### config.mk
export PLATFORM = sky130hd
export DESIGN_NAME = drive_protection_supervisor
export DESIGN_NICKNAME = d
export VERILOG_FILES = /design/src/logic/drive_prot_pkg.sv /design/src/logic/drive_protection_supervisor.sv
export SDC_FILE = /design/constraint.sdc
export NUM_CORES = 2
export LEC_CHECK = 0
export ABC_AREA = 1
export BUFFER_PORTS_ARGS = -buffer_cell sky130_fd_sc_hd__buf_2
export CAP_MARGIN = 30
export CORE_UTILIZATION = 45
export CTS_BUF_LIST = sky130_fd_sc_hd__clkbuf_8
export DETAILED_ROUTE_END_ITERATION = 10
export SYNTH_ARGS = -nofsm -noshare
export SYNTH_HDL_FRONTEND = slang
export SYNTH_SLANG_ARGS = --single-unit
### constraint.sdc
create_clock -name clk_sys -period 5.81 [get_ports clk_sys]
set_input_delay 0.581 -clock clk_sys [delete_from_list [all_inputs] [get_ports clk_sys]]
set_output_delay 0.581 -clock clk_sys [all_outputs]
set_load 0.02 [all_outputs]
### src/logic/drive_prot_pkg.sv
// package of constants and carrier types for the drive protection supervisor
package drive_prot_pkg;
    // control clock and sample tick
    localparam int  CLK_HZ          = 200_000_000;
    localparam int  TICK_US         = 1000;
    localparam int  TICK_CYCLES     = CLK_HZ / 1_000_000 * TICK_US;
    localparam int  TICKS_PER_SEC   = 1000;
    localparam int  TICKS_PER_TENTH = 100;
    // percent scaling
    localparam int  PCT_FULL        = 100;
    // default settings and limits
    localparam logic [7:0]  ACCEL_STALL_DEF    = 8'h96;   // 150 %
    localparam logic [7:0]  STEADY_STALL_DEF   = 8'h00;
    localparam logic [1:0]  OT_MODE_DEF        = 2'h0;
    localparam logic [7:0]  OT_LEVEL_DEF       = 8'h00;
    localparam logic [7:0]  OT_TIME_DEF        = 8'h0a;   // 1.0 s
    localparam logic [7:0]  OT_TIME_MAX        = 8'hc8;   // 20.0 s
    localparam logic [7:0]  STALL_DECEL_DEF    = 8'h32;   // 5.0 s
    localparam logic [7:0]  FAULT_RESTART_DEF  = 8'h0a;   // 1.0 s
    localparam logic [7:0]  TRACK_RISE_DEF     = 8'h05;
    localparam logic [11:0] RATED_VOLTS_230    = 12'h0dc;  // 220
    localparam logic [11:0] RATED_VOLTS_400    = 12'h17c;  // 380
    localparam logic [5:0]  POLE_MIN           = 6'h02;
    localparam logic [5:0]  POLE_MAX           = 6'h3c;
    localparam logic [5:0]  POLE_DEF           = 6'h04;
    localparam logic [13:0] RPM_MAX            = 14'h270f; // 9999
    localparam logic [13:0] RPM_DEF            = 14'h05a0; // 1440 at 50 Hz
    localparam logic [6:0]  NOLOAD_DEF         = 7'h28;   // 40 %
    localparam logic [9:0]  SLIP_GAIN_MAX      = 10'h3e8; // 1000
    localparam logic [13:0] OP_LIMIT_DEF       = 14'h03e8; // 10.00
    localparam logic [7:0]  OP_DELAY_DEF       = 8'h05;
    localparam logic [7:0]  OP_DELAY_MAX       = 8'hfa;   // 250 s
    localparam logic [13:0] OP_RESUME_DEF      = 14'h0064; // 1.00
    // over-torque mode bits
    localparam int  OT_MODE_STOP_BIT = 0;
    localparam int  OT_MODE_RUN_BIT  = 1;

    typedef enum logic [1:0] {
        ST_RUN   = 2'b00,
        ST_OTRIP = 2'b01,
        ST_PTRIP = 2'b10,
        ST_ITRIP = 2'b11
    } prot_state_t;

    // keypad settings travel together
    typedef struct packed {
        logic [7:0]  accel_stall_level;
        logic [7:0]  steady_stall_level;
        logic [1:0]  overtorque_mode;
        logic [7:0]  overtorque_level;
        logic [7:0]  overtorque_time;
        logic [7:0]  steady_stall_decel_time;
        logic        fault_restart_en;
        logic [7:0]  fault_restart_time;
        logic [7:0]  track_voltage_rise_time;
        logic [11:0] motor_rated_volts;
        logic [11:0] motor_rated_amps;
        logic [5:0]  motor_pole_count;
        logic [13:0] motor_rated_rpm;
        logic [6:0]  motor_noload_amps;
        logic [9:0]  slip_comp_gain;
        logic [13:0] overpressure_limit;
        logic [7:0]  overpressure_delay;
        logic [13:0] overpressure_resume_level;
        logic [7:0]  overpressure_resume_time;
    } prot_cfg_t;

    // measured drive state
    typedef struct packed {
        logic        running;
        logic        accelerating;
        logic        at_speed;
        logic        track_start;
        logic [11:0] out_amps;     // 0.1 A
        logic [13:0] pressure;     // 0.01 kg
    } drive_meas_t;
endpackage : drive_prot_pkg

### src/logic/drive_protection_supervisor.sv
// protection supervisor: stall, over-torque, over-pressure and restart
`timescale 1ns/1ps

// How it works
// - accel stall freezes ramp; zero disables
// - steady stall lowers frequency; zero disables
// - stall lowering rate set by decel time
// - percent thresholds scale to rated current
// - mode picks detect window and stop action
// - over-torque level zero disables detection
// - half detect time raises torque alarm
// - full detect time trips and stops output
// - fault restart after restart time elapses
// - track start voltage rises over rise time
// - trip when current exceeds rated amps
// - rated volts default 220 or 380
// - pole count 02 to 60, default 04
// - rated rpm shown unchanged, max 9999
// - no-load current feeds slip compensation
// - slip gain 0..1000 raises output frequency
// - over-pressure held past delay stops system
// - over-pressure delay 0..250 s
// - resume below level after resume time
// - resume time 0..250 s
module drive_protection_supervisor
    import drive_prot_pkg::*;
(
    input  wire logic        clk_sys,
    input  wire logic        rst,
    input  wire logic        class_400v,
    input  wire prot_cfg_t   cfg,
    input  wire drive_meas_t meas,
    output logic             ramp_hold,
    output logic             freq_lower,
    output logic [7:0]       lower_rate_time,
    output logic             overtorque_alarm,
    output logic             fault,
    output logic             output_enable,
    output logic             overpressure_stop,
    output logic [7:0]       track_volt_step,
    output logic [13:0]      rpm_monitor,
    output logic [11:0]      rated_volts_eff,
    output logic [5:0]       pole_count_eff,
    output logic [15:0]      slip_comp_out
);
    // percent of rated current to 0.1 A units
    function automatic logic [19:0] pct_amps(input logic [7:0] pct,
                                             input logic [11:0] rated);
        pct_amps = 20'((32'(pct) * 32'(rated)) / PCT_FULL);
    endfunction : pct_amps

    // tick and second-based counters need 18 bits: 200000 and 250000 ticks
    logic [17:0]      tick_cnt_reg;
    logic             tick;
    logic [15:0]      ot_cnt_reg;
    logic [17:0]      op_cnt_reg;
    logic [17:0]      rs_cnt_reg;
    logic [15:0]      fr_cnt_reg;
    prot_state_t      state_reg;
    prot_state_t      state_next;
    logic             alarm_reg;
    logic             ramp_hold_reg;
    logic             freq_lower_reg;
    logic [15:0]      slip_reg;
    logic             cfg_volts_zero;
    logic             cfg_poles_bad;

    // sample tick divider
    assign tick = (tick_cnt_reg == 18'(TICK_CYCLES - 1));
    always_ff @(posedge clk_sys or posedge rst) begin
        if (rst) tick_cnt_reg <= 18'h00000;
        else tick_cnt_reg <= tick ? 18'h00000 : tick_cnt_reg + 18'h00001;
    end

    // threshold comparisons in 0.1 A
    wire [19:0] amps     = {8'h00, meas.out_amps};
    wire [19:0] acc_thr  = pct_amps(cfg.accel_stall_level,
                                    cfg.motor_rated_amps);
    wire [19:0] std_thr  = pct_amps(cfg.steady_stall_level,
                                    cfg.motor_rated_amps);
    wire [19:0] ot_thr   = pct_amps(cfg.overtorque_level,
                                    cfg.motor_rated_amps);
    wire        acc_stall = meas.running && meas.accelerating &&
                            cfg.accel_stall_level != 8'h00 &&
                            amps > acc_thr;
    wire        std_stall = meas.running && meas.at_speed &&
                            cfg.steady_stall_level != 8'h00 &&
                            amps > std_thr;
    wire        ot_window = cfg.overtorque_mode[OT_MODE_RUN_BIT] ?
                            meas.running :
                            (meas.running && meas.at_speed);
    wire        ot_cond   = ot_window && cfg.overtorque_level != 8'h00 &&
                            amps > ot_thr;
    wire        ot_stops  = cfg.overtorque_mode[OT_MODE_STOP_BIT];
    wire        oc_cond   = meas.running &&
                            meas.out_amps > cfg.motor_rated_amps;
    wire        op_cond   = meas.pressure > cfg.overpressure_limit;
    wire        rs_cond   = meas.pressure < cfg.overpressure_resume_level;

    // time settings in ticks, clamped except fault restart time
    wire [7:0]  ot_time_c = (cfg.overtorque_time > OT_TIME_MAX) ?
                            OT_TIME_MAX : cfg.overtorque_time;
    wire [15:0] ot_full   = 16'(32'(ot_time_c) * TICKS_PER_TENTH);
    wire [15:0] ot_half   = {1'b0, ot_full[15:1]};
    wire [7:0]  op_dly_c  = (cfg.overpressure_delay > OP_DELAY_MAX) ?
                            OP_DELAY_MAX : cfg.overpressure_delay;
    wire [7:0]  rs_tim_c  = (cfg.overpressure_resume_time > OP_DELAY_MAX) ?
                            OP_DELAY_MAX :
                            cfg.overpressure_resume_time;
    wire [17:0] op_full   = 18'(32'(op_dly_c) * TICKS_PER_SEC);
    wire [17:0] rs_full   = 18'(32'(rs_tim_c) * TICKS_PER_SEC);
    wire [15:0] fr_full   = 16'(32'(cfg.fault_restart_time) *
                                TICKS_PER_TENTH);

    // elapsed-time counters, cleared when their cause drops
    always_ff @(posedge clk_sys or posedge rst) begin
        if (rst) begin
            ot_cnt_reg <= 16'h0000;
            op_cnt_reg <= 18'h00000;
            rs_cnt_reg <= 18'h00000;
            fr_cnt_reg <= 16'h0000;
        end else if (tick) begin
            ot_cnt_reg <= (ot_cond && state_reg == ST_RUN) ?
                          ot_cnt_reg + {15'h0, ot_cnt_reg != 16'hffff} :
                          16'h0000;
            op_cnt_reg <= (op_cond && state_reg == ST_RUN) ?
                          op_cnt_reg + {17'h0, op_cnt_reg != 18'h3ffff} :
                          18'h00000;
            rs_cnt_reg <= (rs_cond && state_reg == ST_PTRIP) ?
                          rs_cnt_reg + {17'h0, rs_cnt_reg != 18'h3ffff} :
                          18'h00000;
            fr_cnt_reg <= (state_reg == ST_OTRIP ||
                           state_reg == ST_ITRIP) ?
                          fr_cnt_reg + {15'h0, fr_cnt_reg != 16'hffff} :
                          16'h0000;
        end
    end

    wire ot_half_hit = ot_cond && ot_cnt_reg > ot_half;
    wire ot_full_hit = ot_cond && ot_cnt_reg > ot_full;
    wire op_hit      = op_cond && op_cnt_reg > op_full;
    wire rs_hit      = rs_cond && rs_cnt_reg > rs_full;
    wire fr_hit      = cfg.fault_restart_en &&
                       fr_cnt_reg > fr_full;

    // protection state machine
    always_comb begin
        state_next = state_reg;
        case (state_reg)
            ST_RUN: begin
                if (tick && oc_cond) state_next = ST_ITRIP;
                else if (tick && ot_full_hit && ot_stops)
                    state_next = ST_OTRIP;
                else if (tick && op_hit) state_next = ST_PTRIP;
            end
            ST_OTRIP, ST_ITRIP: begin
                if (tick && fr_hit) state_next = ST_RUN;
            end
            ST_PTRIP: begin
                if (tick && rs_hit) state_next = ST_RUN;
            end
            default: state_next = ST_RUN;
        endcase
    end

    always_ff @(posedge clk_sys or posedge rst) begin
        if (rst) state_reg <= ST_RUN;
        else state_reg <= state_next;
    end

    // stall flags and alarm sampled on the tick
    always_ff @(posedge clk_sys or posedge rst) begin
        if (rst) begin
            ramp_hold_reg  <= 1'b0;
            freq_lower_reg <= 1'b0;
            alarm_reg      <= 1'b0;
        end else if (tick) begin
            ramp_hold_reg  <= acc_stall;
            freq_lower_reg <= std_stall;
            alarm_reg      <= ot_half_hit;
        end
    end

    // slip compensation: gain times load current above no-load
    wire [19:0] noload_thr = 20'((32'(cfg.motor_noload_amps) *
                             32'(cfg.motor_rated_amps)) / PCT_FULL);
    wire [19:0] load_amps  = (amps > noload_thr) ? amps - noload_thr :
                             20'h00000;
    wire [9:0]  gain_c     = (cfg.slip_comp_gain > SLIP_GAIN_MAX) ?
                             SLIP_GAIN_MAX : cfg.slip_comp_gain;
    wire [31:0] slip_prod  = (32'(load_amps) * 32'(gain_c)) / 32'd1000;
    always_ff @(posedge clk_sys or posedge rst) begin
        if (rst) slip_reg <= 16'h0000;
        else if (tick)
            slip_reg <= (slip_prod > 32'h0000ffff) ? 16'hffff :
                        slip_prod[15:0];
    end

    // nameplate settings: defaults for zero volts or out-of-range pole count, rpm clamped to max
    assign cfg_volts_zero = (cfg.motor_rated_volts == 12'h000);
    assign cfg_poles_bad  = (cfg.motor_pole_count < POLE_MIN) ||
                            (cfg.motor_pole_count > POLE_MAX);
    always_ff @(posedge clk_sys or posedge rst) begin
        if (rst) begin
            rated_volts_eff <= RATED_VOLTS_230;
            pole_count_eff  <= POLE_DEF;
            rpm_monitor     <= RPM_DEF;
            track_volt_step <= TRACK_RISE_DEF;
            lower_rate_time <= STALL_DECEL_DEF;
        end else begin
            rated_volts_eff <= !cfg_volts_zero ? cfg.motor_rated_volts :
                               class_400v ? RATED_VOLTS_400 :
                               RATED_VOLTS_230;
            pole_count_eff  <= cfg_poles_bad ? POLE_DEF :
                               cfg.motor_pole_count;
            rpm_monitor     <= (cfg.motor_rated_rpm > RPM_MAX) ? RPM_MAX :
                               cfg.motor_rated_rpm;
            track_volt_step <= meas.track_start ?
                               cfg.track_voltage_rise_time :
                               8'h00;
            lower_rate_time <= cfg.steady_stall_decel_time;
        end
    end

    // outputs
    assign ramp_hold         = ramp_hold_reg;
    assign freq_lower        = freq_lower_reg;
    assign overtorque_alarm  = alarm_reg;
    assign fault             = (state_reg != ST_RUN);
    assign overpressure_stop = (state_reg == ST_PTRIP);
    assign output_enable     = (state_reg == ST_RUN);
    assign slip_comp_out     = slip_reg;
endmodule : drive_protection_supervisor

==> impl_metrics.toml <==
[placement]
port-buffer-count = 266
placed_cells = 8781
place_hpwl_mm = 98.1
gp_congestion = 0.898
preCtsSetupSlack_ns = -23.54

[logic_synthesis]
yosysUniqueCellTypes = 76
ys_warn_count = 0
synth_flop_cell = "dfrtp_1"
syn_area_mm2 = 0.0428
synth_top_area_share_pct = 19.6
synthCells = 6207
synth_top_area_cell = "fa_1"
yosysSeqAreaShare_pct = 9.10
yosys-top-cells-area = "fa_1 20%, ha_1 15%, inv_1 12%, nand2_1 12%, dfrtp_1 8.2%"
synth-seq-cells = 155
synth.avg_cell_area_um2 = 6.90
synth_edf_count = 0
synthArstFlopShare_pct = 100

[worst_setup_path]
required_ns = 6.22
rr_worst_depth = 9
r2r_start = "tick_cnt_reg[0]"
max_stage_delay_ns = 0.61
reg2reg_to = "slip_comp_out[0]"
cp-end-kind = "register"
cp-endpoint = "slip_comp_out[0]"
crit_arrival_ns = 29.01
crit_top_cell = "nand2_2"
startpoint_type = "input pin"
slowest_stage = "fa_2"
rrSetupSlack_ns = 2.69
critPathKind = "in2reg"
cp_max_fo = 8
startpoint = "cfg[60]"

[route]
routed_wl_mm = 120
drt-wirelength-per-cell_um = 13.3
dr.pass1.iters = 7
drtAntennaViolNets = 0
drtIter0Drc = 1831
drc = 0
vias = 43400
vias_per_cell = 4.79

[timing]
max_slew_margin_pct = 50.5
period_share_pct = 492
finalClockSkew_ns = 0.0189
finalSetupViolations = 37
maxSlewViolCount = 0
fmax_ghz = 0.0350
setup_ws_ns = -22.79
tns_ns = -489.82
finalHoldViolations = 0
fin_crit_ns = 28.60
worstMarginPinSlew_ns = 0.742
rsz0062_at_grt = "yes"

[clock_tree]
holdBufCountCts = 0
cts_buffers = 17
clockRootBuffer = "clkbuf_8"
clk_latency_ns = 0.48
cts-htree-levels = 4
clk_pin_slew_worst_paths_ns = 0.09
cts_tree = "done"
cts_buffer_depth = 2
clock-sinks = 155

[status]
failed_checks = "negative setup slack"
status = "finished with violations"

[global_route]
overflow = 0
grt_pass1_wl_mm = 196
track_usage_pct = 24.4
grt_pass1_vias = 42700
antenna_found_initial = 14
grt_max_degree = 98

[hold_path]
hp-class = "in2async"

[job]
cap_violations = 0

[die]
core.rowCount = 112
die_area_mm2 = 0.0964
start_util_pct = 45.7
ios = 267
die_y_um = 310
core_area_mm2 = 0.0937
die_w_um = 310

[finish]
nets = 8908
nFillCells = 8196
area_growth_pct = 42.1
fin_util_pct = 64.9
final_cells = 9053
layout-drive-gt1-share_pct = 36.4
repair_timing:
action | CTS | global route
pin swaps | 135 | 393
cloned | 4 | 4
setup endpoints to repair | 37 | 37
setup buffers | 92 | 130
resized for setup | 178 | 606
worst min-delay path by stage:
stage,startpoint,end,slack [ns],cells past startpoint
finish,rst,lower_rate_time[7],0.19,3
global route,cfg[126],lower_rate_time[4],0.15,1
CTS,cfg[126],lower_rate_time[4],0.15,1
detailed placement,tick_cnt_reg[0],tick_cnt_reg[0],0.46,1
global placement,tick_cnt_reg[0],tick_cnt_reg[0],0.46,1
floorplan,tick_cnt_reg[0],tick_cnt_reg[0],0.43,1
cells by family (layout without fill, tap and decap cells):
logic type / after synthesis / count (layout) / share of synthesized area [%]
buffers and inverters: 1608 / 3150 / 14.2
adder cells (fa/ha/maj): 935 / 935 / 34.7
flip-flops: 155 / 155 / 9.10
AO/OA/AOI/OAI: 601 / 602 / 8.58
other: 2 / 50 / 0.0175
XOR/XNOR: 263 / 263 / 5.40
AND/OR/NAND/NOR: 2643 / 2644 / 28.0
final cells by class:
cell class	instances	area [um2]	area share (%)
multi-input cells	4484	37200	61.1
repair buffers	1616	12000	19.8
inverters	1501	5750	9.45
flip-flops and latches	155	3900	6.41
well taps	1254	1570	2.58
clock buffers	17	234	0.385
clock inverters	15	188	0.309
diodes	10	25.0	0.0411
repair inverters	1	8.76	0.0144
synthesized netlist by cell type (18+ instances only):
cell type / instances
o22ai_1: 22
xnor2_1: 62
or2_2: 22
inv_2: 56
ha_1: 515
nor4_1: 23
inv_1: 1422
nand3_2: 41
clkbuf_1: 102
o21ai_1: 45
o21bai_1: 33
xor2_1: 200
a22oi_1: 18
a21oi_1: 229
nand4_1: 68
a211oi_1: 22
nand2_4: 36
nor2_2: 39
nand2_1: 1392
nand3_1: 241
o21ai_0: 99
dfrtp_1: 140
fa_1: 420
nor2_1: 512
nor2_4: 18
nand2_2: 124
nor3_1: 71
critical path: cells and delay by family:
| family | cells | cell delay (ns) |
|---|---|---|
| adder cells (fa/ha/maj) | 13 | 5.42 |
| XOR/XNOR | 2 | 0.34 |
| buffers and inverters | 46 | 3.97 |
| AO/OA/AOI/OAI | 24 | 3.32 |
| AND/OR/NAND/NOR | 161 | 15.28 |
layer usage:
layer / global-route usage (%) / wire [um] / vias to the layer above
met1: 31.0 / 52300 / 20400
li1: - / - / 22100
met5: 0 / 0 / -
met4: 6.22 / 3350 / 0
met3: 1.21 / 3520 / 170
met2: 44.8 / 61100 / 689
placed cells by master (no fill, tap or decap), types with 102 or more instances in the layout:
master / count
nor2_1: 370
a21oi_1: 175
nand3_1: 175
nand2_1: 1180
nor2_4: 102
nand2_4: 117
inv_1: 1330
buf_4: 1302
buf_2: 250
xor2_1: 179
inv_2: 136
fa_1: 405
ha_1: 471
nand2_2: 248
dfrtp_1: 140
metrics by stage:
stage	area (um2)	hold slack [ns]
6_report	60800	0.186
3_3_place_gp	55500	0.456
4_1_cts	57400	0.154
5_1_grt	60800	0.147
2_1_floorplan	44700	0.433
3_5_place_dp	55500	0.455
Power is not shown: default switching activity piles up to over one toggle a cycle in this logic, so the estimate is an artifact.
